[config.mk]
export PLATFORM = sky130hd
export DESIGN_NAME = tsr_register_map
export DESIGN_NICKNAME = d
export VERILOG_FILES = /design/src/tsr_pkg.sv /design/src/tsr_alarm_chan.sv /design/src/tsr_register_map.sv
export VERILOG_INCLUDE_DIRS = /design/src
export SDC_FILE = /design/constraint.sdc
export NUM_CORES = 1
export LEC_CHECK = 0
export ABC_AREA = 0
export BUFFER_PORTS_ARGS = -buffer_cell sky130_fd_sc_hd__buf_4
export CORE_ASPECT_RATIO = 2
export CORE_MARGIN = 2
export CORE_UTILIZATION = 50
export DETAILED_ROUTE_END_ITERATION = 12
export HOLD_SLACK_MARGIN = 0.03
export PLACE_DENSITY = 0.65
export SETUP_SLACK_MARGIN = 0.05
export SYNTH_ARGS = -nofsm -noshare
export SYNTH_HDL_FRONTEND = slang
export SYNTH_HIERARCHICAL = 1
export SYNTH_SLANG_ARGS = --single-unit
[constraint.sdc]
create_clock -name clk_sys -period 4.65 [get_ports clk_sys]
set_input_delay 0 -clock clk_sys [delete_from_list [all_inputs] [get_ports clk_sys]]
set_output_delay 0 -clock clk_sys [all_outputs]
set_load 0.05 [all_outputs]
[src/tsr_params.svh]
// constants of the temperature sensor register map
`ifndef TSR_PARAMS_SVH
`define TSR_PARAMS_SVH
`define TSR_PTR_TEMP 8'h00
`define TSR_PTR_CFG 8'h01
`define TSR_PTR_HYST 8'h02
`define TSR_PTR_CRIT 8'h03
`define TSR_PTR_LOW 8'h04
`define TSR_PTR_HIGH 8'h05
`define TSR_RST_TEMP 16'h0000
`define TSR_RST_CFG 6'h00
`define TSR_RST_HYST 16'h0100
`define TSR_RST_CRIT 16'h2800
`define TSR_RST_LOW 16'h0500
`define TSR_RST_HIGH 16'h2000
`define TSR_CFG_SHDN 0
`define TSR_CFG_INTMODE 1
`define TSR_CFG_OTPOL 2
`define TSR_CFG_ALPOL 3
`define TSR_CFG_FQ 4
`define TSR_CFG_TODIS 5
`define TSR_CFG_W 6
`define TSR_LIM_ZERO 7'h00
`define TSR_LINE_IDLE 1'b1
`define TSR_FRAC_ZERO 4'h0
`define TSR_FQ_SHALLOW 3'h1
`define TSR_FQ_DEEP 3'h4
`define TSR_BITS_PER_BYTE 4'h8
`define TSR_DEV_ADDR 7'h48
`define TSR_CLK_PERIOD_NS 5
`define TSR_TIMEOUT_NS 25000000
`define TSR_TIMEOUT_CYC ((`TSR_TIMEOUT_NS + `TSR_CLK_PERIOD_NS - 1) / `TSR_CLK_PERIOD_NS)
`endif

[src/tsr_pkg.sv]
// types of the temperature sensor register map
package tsr_pkg;
   typedef enum logic [2:0] {ST_IDLE, ST_RX, ST_ACK, ST_TX, ST_MACK} tsr_bus_state_t;
   typedef enum logic [1:0] {BK_ADDR, BK_PTR, BK_DATA} tsr_rx_kind_t;
   typedef struct packed {
      logic [8:0] hyst;
      logic [8:0] crit;
      logic [8:0] low;
      logic [8:0] high;
   } tsr_lim_set_t;
   typedef struct packed {
      logic shutdown;
      logic intMode;
      logic deep;
      logic activeHigh;
   } tsr_alarm_cfg_t;
   typedef struct packed {
      logic active;
      logic watchRelax;
      logic [2:0] cnt;
      logic pinOe;
   } tsr_alarm_st_t;
   typedef struct packed {
      logic sclS1;
      logic sclS2;
      logic sclPrev;
      logic sdaS1;
      logic sdaS2;
      logic sdaPrev;
      tsr_bus_state_t state;
      tsr_rx_kind_t kind;
      logic [3:0] bitCnt;
      logic [7:0] shift;
      logic rnw;
      logic ackOk;
      logic byteIdx;
      logic gotMsb;
      logic [7:0] ptr;
      logic [7:0] msbHold;
      logic sdaOe;
      logic hostRead;
      logic [22:0] toCnt;
      logic [15:0] temp;
      logic [5:0] cfg;
      tsr_lim_set_t lim;
   } tsr_main_st_t;
endpackage

[src/tsr_alarm_chan.sv]
// one alarm output with fault queue, mode and polarity
`timescale 1ns/1ps
`include "tsr_params.svh"
module tsr_alarm_chan (
   input wire logic clk_sys,
   input wire logic arst_n,
   input wire logic convStb,
   input wire logic faultNow,
   input wire logic relaxNow,
   input wire logic hostRead,
   input wire tsr_pkg::tsr_alarm_cfg_t cfg,
   output logic alarmActive,
   output logic pinOe
);
   tsr_pkg::tsr_alarm_st_t s_r;
   tsr_pkg::tsr_alarm_st_t s_nxt;
   logic [2:0] depth;
   logic target;

   always_comb begin
      s_nxt = s_r;
      depth = cfg.deep ? `TSR_FQ_DEEP : `TSR_FQ_SHALLOW;
      // comparator watches for release once asserted
      target = (cfg.intMode ? s_r.watchRelax : s_r.active) ? relaxNow : faultNow;
      if (cfg.shutdown) begin
         s_nxt.cnt = '0;
      end else begin
         if (cfg.intMode && hostRead) begin
            s_nxt.active = 1'b0;
         end
         if (convStb) begin
            if (cfg.intMode && s_r.active && !hostRead) begin
               // a raised interrupt waits for a read before watching again
               s_nxt.cnt = '0;
            end else if (!target) begin
               s_nxt.cnt = '0;
            end else if (s_r.cnt + 3'h1 >= depth) begin
               s_nxt.cnt = '0;
               if (cfg.intMode) begin
                  s_nxt.active = 1'b1;
                  s_nxt.watchRelax = ~s_r.watchRelax;
               end else begin
                  s_nxt.active = ~s_r.active;
               end
            end else begin
               s_nxt.cnt = s_r.cnt + 3'h1;
            end
         end
      end
      // open drain: pull low unless the pin must float high; held in shutdown
      if (!cfg.shutdown) begin
         s_nxt.pinOe = cfg.activeHigh ? ~s_nxt.active : s_nxt.active;
      end
   end

   always_ff @(posedge clk_sys or negedge arst_n) begin
      if (!arst_n) begin
         s_r <= '0;
      end else begin
         s_r <= s_nxt;
      end
   end

   assign alarmActive = s_r.active;
   assign pinOe = s_r.pinOe;
endmodule

[src/tsr_register_map.sv]
// pointer addressed register map with serial slave and alarms
//
// Summary of operation
// - eight-bit pointer selects temperature, config, hysteresis, critical, lower, upper
// - temperature register is read-only, resets to zero, writes ignored
// - temperature sign sits in bit 15, magnitude down to bit 3
// - result is two's complement, one step is a sixteenth degree
// - bits 2, 1, 0 flag critical, upper and lower limit alarms
// - configuration resets to zero
// - config bit 0 set puts the sensor into shutdown
// - config bit 1 picks comparator or interrupt alert behaviour
// - config bits 3 and 2 set alert and overtemp polarity
// - config bit 5 set disables the bus timeout
// - config bit 4 picks fault queue depth of one or four
// - limits hold sign at bit 15 and magnitude in bits 14 to 7
// - limit bits 6 to 0 read zero and ignore writes
// - shutdown stops conversions, keeps result, latches alarms, resets queue
// - interrupt alert stays until any read, then watches hysteresis crossing
// - in-tolerance conversion with alarm idle clears the fault queue
`timescale 1ns/1ps
`include "tsr_params.svh"
module tsr_register_map #(
   parameter logic [6:0] DEV_ADDR = `TSR_DEV_ADDR,
   parameter int TIMEOUT_CYC = `TSR_TIMEOUT_CYC
) (
   input wire logic clk_sys,
   input wire logic arst_n,
   input wire logic sclIn,
   input wire logic sdaIn,
   output logic sdaOut,
   output logic sdaOe,
   input wire logic convValid,
   input wire logic [12:0] convData,
   output logic shutdownReq,
   output logic alertOut,
   output logic alertOe,
   output logic overtempOut,
   output logic overtempOe
);
   ////////////////////////////////////////////////////////////////////////////////
   localparam logic [15:0] RST_HYST = `TSR_RST_HYST;
   localparam logic [15:0] RST_CRIT = `TSR_RST_CRIT;
   localparam logic [15:0] RST_LOW = `TSR_RST_LOW;
   localparam logic [15:0] RST_HIGH = `TSR_RST_HIGH;
   localparam logic [22:0] TO_LAST = 23'(TIMEOUT_CYC);
   // bus pins idle high, so the synchronisers start there and see no false edge
   localparam tsr_pkg::tsr_main_st_t ST_RST = '{
      sclS1: `TSR_LINE_IDLE,
      sclS2: `TSR_LINE_IDLE,
      sclPrev: `TSR_LINE_IDLE,
      sdaS1: `TSR_LINE_IDLE,
      sdaS2: `TSR_LINE_IDLE,
      sdaPrev: `TSR_LINE_IDLE,
      state: tsr_pkg::ST_IDLE,
      kind: tsr_pkg::BK_ADDR,
      bitCnt: '0,
      shift: '0,
      rnw: '0,
      ackOk: '0,
      byteIdx: '0,
      gotMsb: '0,
      ptr: '0,
      msbHold: '0,
      sdaOe: '0,
      hostRead: '0,
      toCnt: '0,
      temp: `TSR_RST_TEMP,
      cfg: `TSR_RST_CFG,
      lim: '{hyst: RST_HYST[15:7],
             crit: RST_CRIT[15:7],
             low: RST_LOW[15:7],
             high: RST_HIGH[15:7]}
   };

   tsr_pkg::tsr_main_st_t s_r;
   tsr_pkg::tsr_main_st_t s_nxt;
   tsr_pkg::tsr_alarm_cfg_t alertCfg;
   tsr_pkg::tsr_alarm_cfg_t otCfg;
   logic sclRise;
   logic sclFall;
   logic startSeen;
   logic stopSeen;
   logic timedOut;
   logic convStb;
   logic signed [13:0] tNow;
   logic overCrit;
   logic overHigh;
   logic underLow;
   logic relaxAlert;
   logic relaxCrit;
   logic alertFault;
   logic [7:0] txByte;

   ////////////////////////////////////////////////////////////////////////////////
   // limit in degrees widened to sixteenths
   function automatic logic signed [13:0] limWide(input logic [8:0] v);
      limWide = {v[8], v, `TSR_FRAC_ZERO};
   endfunction

   // byte of the addressed register, high byte first
   function automatic logic [7:0] regByte(input tsr_pkg::tsr_main_st_t st);
      logic [15:0] w;
      w = '0;
      unique case (st.ptr)
         `TSR_PTR_TEMP: w = st.temp;
         `TSR_PTR_CFG: w = {8'h00, 2'b00, st.cfg};
         `TSR_PTR_HYST: w = {st.lim.hyst, `TSR_LIM_ZERO};
         `TSR_PTR_CRIT: w = {st.lim.crit, `TSR_LIM_ZERO};
         `TSR_PTR_LOW: w = {st.lim.low, `TSR_LIM_ZERO};
         `TSR_PTR_HIGH: w = {st.lim.high, `TSR_LIM_ZERO};
         default: w = '0;
      endcase
      if (st.ptr == `TSR_PTR_CFG) begin
         regByte = w[7:0];
      end else begin
         regByte = st.byteIdx ? w[7:0] : w[15:8];
      end
   endfunction

   ////////////////////////////////////////////////////////////////////////////////
   // temperature compare against limits
   always_comb begin
      tNow = {convData[12], convData};
      overCrit = tNow > limWide(s_r.lim.crit);
      overHigh = tNow > limWide(s_r.lim.high);
      underLow = tNow < limWide(s_r.lim.low);
      relaxAlert = (tNow < limWide(s_r.lim.high) - limWide(s_r.lim.hyst)) &&
                   (tNow > limWide(s_r.lim.low) + limWide(s_r.lim.hyst));
      relaxCrit = tNow < limWide(s_r.lim.crit) - limWide(s_r.lim.hyst);
      // alert trips above the upper or below the lower limit
      alertFault = overHigh || underLow;
      convStb = convValid && !s_r.cfg[`TSR_CFG_SHDN];
   end

   ////////////////////////////////////////////////////////////////////////////////
   // bus line events from the synchronised pins
   always_comb begin
      sclRise = s_r.sclS2 && !s_r.sclPrev;
      sclFall = !s_r.sclS2 && s_r.sclPrev;
      startSeen = s_r.sclS2 && s_r.sclPrev && s_r.sdaPrev && !s_r.sdaS2;
      stopSeen = s_r.sclS2 && s_r.sclPrev && !s_r.sdaPrev && s_r.sdaS2;
      timedOut = (s_r.toCnt == TO_LAST);
      txByte = regByte(s_r);
   end

   ////////////////////////////////////////////////////////////////////////////////
   always_comb begin
      s_nxt = s_r;
      s_nxt.hostRead = 1'b0;
      s_nxt.sclS1 = sclIn;
      s_nxt.sclS2 = s_r.sclS1;
      s_nxt.sclPrev = s_r.sclS2;
      s_nxt.sdaS1 = sdaIn;
      s_nxt.sdaS2 = s_r.sdaS1;
      s_nxt.sdaPrev = s_r.sdaS2;

      // conversion result with alarm flags
      if (convStb) begin
         s_nxt.temp = {convData, overCrit, overHigh, underLow};
      end

      // clock held low too long inside a transfer
      if (s_r.cfg[`TSR_CFG_TODIS] || s_r.sclS2 ||
          s_r.state == tsr_pkg::ST_IDLE) begin
         s_nxt.toCnt = '0;
      end else if (!timedOut) begin
         s_nxt.toCnt = s_r.toCnt + 23'h1;
      end

      if (startSeen) begin
         s_nxt.state = tsr_pkg::ST_RX;
         s_nxt.kind = tsr_pkg::BK_ADDR;
         s_nxt.bitCnt = '0;
         s_nxt.sdaOe = 1'b0;
      end else if (stopSeen || timedOut) begin
         s_nxt.state = tsr_pkg::ST_IDLE;
         s_nxt.sdaOe = 1'b0;
      end else begin
         unique case (s_r.state)
            tsr_pkg::ST_IDLE: begin
               s_nxt.sdaOe = 1'b0;
            end
            tsr_pkg::ST_RX: begin
               if (sclRise && s_r.bitCnt != `TSR_BITS_PER_BYTE) begin
                  s_nxt.shift = {s_r.shift[6:0], s_r.sdaS2};
                  s_nxt.bitCnt = s_r.bitCnt + 4'h1;
               end else if (sclFall && s_r.bitCnt == `TSR_BITS_PER_BYTE) begin
                  s_nxt.sdaOe = 1'b1;
                  s_nxt.state = tsr_pkg::ST_ACK;
                  unique case (s_r.kind)
                     tsr_pkg::BK_ADDR: begin
                        if (s_r.shift[7:1] == DEV_ADDR) begin
                           s_nxt.rnw = s_r.shift[0];
                           s_nxt.byteIdx = 1'b0;
                           s_nxt.hostRead = s_r.shift[0];
                        end else begin
                           s_nxt.sdaOe = 1'b0;
                           s_nxt.state = tsr_pkg::ST_IDLE;
                        end
                     end
                     tsr_pkg::BK_PTR: begin
                        s_nxt.ptr = s_r.shift;
                        s_nxt.gotMsb = 1'b0;
                     end
                     tsr_pkg::BK_DATA: begin
                        if (s_r.ptr == `TSR_PTR_CFG) begin
                           // reserved bits are not kept
                           s_nxt.cfg = s_r.shift[`TSR_CFG_W-1:0];
                        end else if (s_r.ptr >= `TSR_PTR_HYST &&
                                     s_r.ptr <= `TSR_PTR_HIGH) begin
                           if (!s_r.gotMsb) begin
                              s_nxt.msbHold = s_r.shift;
                              s_nxt.gotMsb = 1'b1;
                           end else begin
                              s_nxt.gotMsb = 1'b0;
                              unique case (s_r.ptr)
                                 `TSR_PTR_HYST: s_nxt.lim.hyst = {s_r.msbHold, s_r.shift[7]};
                                 `TSR_PTR_CRIT: s_nxt.lim.crit = {s_r.msbHold, s_r.shift[7]};
                                 `TSR_PTR_LOW: s_nxt.lim.low = {s_r.msbHold, s_r.shift[7]};
                                 default: s_nxt.lim.high = {s_r.msbHold, s_r.shift[7]};
                              endcase
                           end
                        end
                        // temperature and unmapped pointers drop the write
                     end
                     default: begin
                        s_nxt.state = tsr_pkg::ST_IDLE;
                        s_nxt.sdaOe = 1'b0;
                     end
                  endcase
               end
            end
            tsr_pkg::ST_ACK: begin
               if (sclFall) begin
                  s_nxt.bitCnt = '0;
                  if (s_r.rnw) begin
                     s_nxt.state = tsr_pkg::ST_TX;
                     s_nxt.shift = {txByte[6:0], 1'b0};
                     s_nxt.sdaOe = !txByte[7];
                  end else begin
                     s_nxt.state = tsr_pkg::ST_RX;
                     s_nxt.sdaOe = 1'b0;
                     s_nxt.kind = (s_r.kind == tsr_pkg::BK_ADDR) ?
                                  tsr_pkg::BK_PTR : tsr_pkg::BK_DATA;
                  end
               end
            end
            tsr_pkg::ST_TX: begin
               if (sclRise) begin
                  s_nxt.bitCnt = s_r.bitCnt + 4'h1;
               end else if (sclFall) begin
                  if (s_r.bitCnt == `TSR_BITS_PER_BYTE) begin
                     s_nxt.sdaOe = 1'b0;
                     s_nxt.state = tsr_pkg::ST_MACK;
                     s_nxt.byteIdx = ~s_r.byteIdx;
                  end else begin
                     s_nxt.sdaOe = !s_r.shift[7];
                     s_nxt.shift = {s_r.shift[6:0], 1'b0};
                  end
               end
            end
            tsr_pkg::ST_MACK: begin
               if (sclRise) begin
                  s_nxt.ackOk = !s_r.sdaS2;
               end else if (sclFall) begin
                  s_nxt.bitCnt = '0;
                  if (s_r.ackOk) begin
                     s_nxt.state = tsr_pkg::ST_TX;
                     s_nxt.shift = {txByte[6:0], 1'b0};
                     s_nxt.sdaOe = !txByte[7];
                  end else begin
                     s_nxt.state = tsr_pkg::ST_IDLE;
                  end
               end
            end
            default: begin
               s_nxt.state = tsr_pkg::ST_IDLE;
               s_nxt.sdaOe = 1'b0;
            end
         endcase
      end
   end

   ////////////////////////////////////////////////////////////////////////////////
   always_ff @(posedge clk_sys or negedge arst_n) begin
      if (!arst_n) begin
         s_r <= ST_RST;
      end else begin
         s_r <= s_nxt;
      end
   end

   ////////////////////////////////////////////////////////////////////////////////
   // alarm channels
   always_comb begin
      alertCfg.shutdown = s_r.cfg[`TSR_CFG_SHDN];
      alertCfg.intMode = s_r.cfg[`TSR_CFG_INTMODE];
      alertCfg.deep = s_r.cfg[`TSR_CFG_FQ];
      alertCfg.activeHigh = s_r.cfg[`TSR_CFG_ALPOL];
      otCfg.shutdown = s_r.cfg[`TSR_CFG_SHDN];
      otCfg.intMode = 1'b0;
      otCfg.deep = s_r.cfg[`TSR_CFG_FQ];
      otCfg.activeHigh = s_r.cfg[`TSR_CFG_OTPOL];
   end

   tsr_alarm_chan u_alert (
      .clk_sys(clk_sys),
      .arst_n(arst_n),
      .convStb(convStb),
      .faultNow(alertFault),
      .relaxNow(relaxAlert),
      .hostRead(s_r.hostRead),
      .cfg(alertCfg),
      .alarmActive(),
      .pinOe(alertOe)
   );

   // overtemp is always a comparator, so reads never clear it
   tsr_alarm_chan u_overtemp (
      .clk_sys(clk_sys),
      .arst_n(arst_n),
      .convStb(convStb),
      .faultNow(overCrit),
      .relaxNow(relaxCrit),
      .hostRead(1'b0),
      .cfg(otCfg),
      .alarmActive(),
      .pinOe(overtempOe)
   );

   ////////////////////////////////////////////////////////////////////////////////
   // open drain pins only ever pull low
   assign sdaOut = 1'b0;
   assign alertOut = 1'b0;
   assign overtempOut = 1'b0;
   assign sdaOe = s_r.sdaOe;
   assign shutdownReq = s_r.cfg[`TSR_CFG_SHDN];
endmodule

==> impl_metrics.csv <==
group,metric,value,unit
worst_setup_path,cp-start-kind,"flop",
sta,timing.final.crit_share,0.9189,
cts,cts_setup_buffers,0,
worst_setup_path,path_common_cell,"o21ai_0",
detailed_routing,wl_per_cell,20.06,um
sta,rsz0062_at_grt,"no",
finish,fillCellCount,1683,
sta,hold_viol,0,
worst_setup_path,worst_ep_arrival_time,4.60,ns
sta,max_slew_margin,0.4017,
sta,finalClockSkew,0.008314,ns
power,max-vdd-ir-drop,262.5,uV
power,finalPower,3.339,mW
synthesis,async_reset_ff_frac,1.000,
cts,clock_sinks,138,
sta,finalSetupTns,0,ns
detailed_routing,ant_nets,0,
floorplanning,die_w,101.7,um
worst_setup_path,worstReg2RegStart,"s_r[28]",
cts,cts_root_buf,"clkbuf_16",
synthesis,ys_types,81,
synthesis,synth_top_cell_by_area,"dfrtp_1",
detailed_routing,routed_wl,25740,um
synthesis,avgSynthCellArea,9.818,sq um
cts,clk_pin_slew,0.06,ns
synthesis,yosysTopAreaCellShare,0.3301,
synthesis,yosys.area_share.adder,0.1307,
synthesis,synth-xor-area-share,0.03759,
floorplanning,core,18740,sq um
min_path,hp-class,"input pin to asynchronous set/reset pin",
finish,layout.cells.non_filler,1283,
detailed_routing,drt-pass1-iter-count,5,
cts,cts_tree,"done",
outcome,outcome,"completed",
global_route,track_usage,0.2718,
worst_setup_path,crit_chain,"inv_1 > ha_1 > nor2b_1 > o21ai_0 > a21boi_0 > o21ai_0 > nand2b_1 > xnor2_1 > ha_1 > and3_1 > a221oi_1 > buf_4 > o21ai_0 > a2111oi_0 > a21o_1 > nand2_1 > mux2i_4 > a21oi_1 > o31ai_2",
sta,fmax,0.2340,GHz
placement,port_buffers,21,
finish,drive_above_1_share,0.1683,
worst_setup_path,end_kind,"flop",
synthesis,synth-simple-area-share,0.1704,
global_route,antenna_found_initial,0,
floorplanning,die_h,199.5,um
worst_setup_path,cp_max_fo,8,
synthesis,synth_top_family_by_area,"simple AND/OR/NAND/NOR gates",
floorplanning,num_io_pins,25,
synthesis,synth_warnings,6,
power,p_per_area,311.7,nW/um^2
synthesis,synth.area.mux_share,0.1130,
cts,htree_levels,4,
power,leakage,4.622,nW
synthesis,synth_edf_count,0,
run,cap_violations,0,
synthesis,yosys_register_bits,138,
global_route,grt_pass1_wl,41430,um
worst_setup_path,critPathRequiredTime,4.98,ns
sta,setup_viol,0,
sta,period_minus_slack,4.273,ns
placement,placed_cells,1235,
worst_setup_path,crit_type,"flop to flop",
finish,final_nets,1131,
global_route,grt_pass1_vias,7887,
worst_setup_path,crit_path_max_incr_delay,0.55,ns
detailed_routing,routed_via_density,5.908,
finish,n_antenna_cell,0,
sta,finalMaxSlewViolations,0,
finish,areaGrowthSynthToFinish,12.15,%
sta,tightest_slew,0.8975,ns
global_route,grt_max_degree,96,
synthesis,synth_top_flop_cell,"dfrtp_1",
placement,place_hpwl,19840,um
synthesis,synth_area,9553,sq um
worst_setup_path,rrSetupSlack,0.38,ns
synthesis,synthCells,973,
synthesis,synth-compound-area-share,0.1407,
cts,cts_buffer_depth,2,
synthesis,ys_top_cells_by_area,"dfrtp_1 (33%), ha_1 (12%), mux2_2 (8.6%)",
detailed_routing,vias,7580,
global_route,gr-total-overflow,0,
cts,clkLatencyLatePin,0.42,ns
worst_setup_path,crit_slowest_cell,"dfstp_2",
detailed_routing,drt_iter0_markers,476,
finish,post-route-util,0.5716,
floorplanning,rows,71,
floorplanning,dieArea,20290,sq um
worst_setup_path,ff2ff_path_depth,19,
cts,numCtsBuffers,17,
worst_setup_path,rr_endpoint,"u_overtemp/alarmActive",
placement,gp_congestion,0.8673,
floorplanning,initial_core_util,0.5096,
synthesis,yosysSeqAreaShare,0.3631,
detailed_routing,post-route-drc-count,0,
==> where the power goes <==
part | internal, mW | switching [mW]
clock network | 0.754 | 0.552
registers | 1.29 | 0.154
logic | 0.259 | 0.326
==> worst max-delay path: cells and delay by family (launching register included) <==
kind                     cells  cell delay (ns)
buffers and inverters        2             0.23
AND/OR/NAND/NOR              4             0.49
XOR/XNOR                     1             0.14
flip-flops                   1             0.55
multiplexers                 1             0.29
adder cells (fa/ha/maj)      2             0.54
AO/OA/AOI/OAI                9             1.95
==> final cells by class <==
class / count / area (sq um) / area share
tap: 255 / 319.1 / 0.02978
timing repair buffer: 48 / 404.1 / 0.03772
clock buffer: 19 / 442.9 / 0.04134
sequential: 138 / 3468 / 0.3237
inverter: 69 / 259.0 / 0.02417
multi-input combinational: 741 / 5699 / 0.5319
clock inverter: 13 / 121.4 / 0.01133
==> kinds of logic after synthesis <==
kind of cell | after synthesis
other cells | 1
xor+xnor | 41
compound gates | 203
simple gates | 294
flops | 138
fa+ha+maj | 98
mux | 95
buf+inv | 103
==> flip-flops by register name, summed over array words and instances, names as in the netlist, 3 cells and up <==
| register | flops |
|---|---|
| alertCfg | 3 |
| u_overtemp/s_r | 4 |
| s_r | 116 |
| s_nxt | 4 |
| u_alert/s_r | 4 |
==> synthesized netlist by cell type, types with 20 or more instances <==
master	instances
nand2b_1	21
clkbuf_1	21
nand3_1	32
ha_1	95
nand2_1	49
a21oi_1	47
dfrtp_1	126
inv_1	69
mux2_2	73
xor2_1	25
o21ai_0	49
nor2_1	73
nor2b_1	20
==> worst max-delay path by stage <==
stage,start,end,slack (ns),depth (start not counted)
2_1_floorplan,s_r[28],u_overtemp/alarmActive,0.96,18
3_3_place_gp,s_r[28],u_overtemp/alarmActive,0.44,19
3_5_place_dp,s_r[28],u_alert/alarmActive,0.34,19
4_1_cts,s_r[28],u_alert/alarmActive,0.32,19
5_1_grt,s_r[28],u_overtemp/alarmActive,0.06,19
6_report,s_r[28],u_overtemp/alarmActive,0.38,19
==> placed cells by master (no fill, tap or decap), drive strengths merged, types with 6 or more instances in the layout <==
cell type      n
ha            95
nand3         32
inv           72
nor4          15
clkinv         7
nor3b          8
a21oi         49
o21ai         54
xor2          25
xnor2         16
clkbuf        19
a31oi          7
or3            7
a22o           7
mux2          74
nand2b        21
nand4b         6
o211ai         7
mux2i         21
dfstp         12
a22oi          6
a21o          10
nor3          20
dlygate4sd3   16
nand2         49
a21boi         6
dfrtp        126
conb          10
o21a           8
nor2          73
nand4         15
buf           32
nor2b         20
==> stage by stage <==
stage	cell area (sq um)	setup WS (ns)	hold WS, ns
finish	10710	0.3770	0.2192
floorplan	9587	0.9628	-0.2956
detailed placement	9990	0.3418	0.1096
global route	10710	0.06205	0.2294
global placement	9990	0.4426	0.1110
CTS	10710	0.3156	0.2216
==> routing by layer <==
| metal | wire [um] | part of all wire | global-route usage |
|---|---|---|---|
| met4 | 1555 | 0.060 | 0.1597 |
| met5 | 0 | 0 | 0 |
| met1 | 9076 | 0.35 | 0.2696 |
| met2 | 14540 | 0.56 | 0.5195 |
| met3 | 570 | 0.022 | 0.03393 |
==> timing repair <==
action / CTS / global route
hold buffers: 16 / 0
gates resized for setup: 0 / 1
setup endpoints to repair: 0 / 5
hold endpoints to repair: 99 / 0
Power figures use the tool's default switching activity.
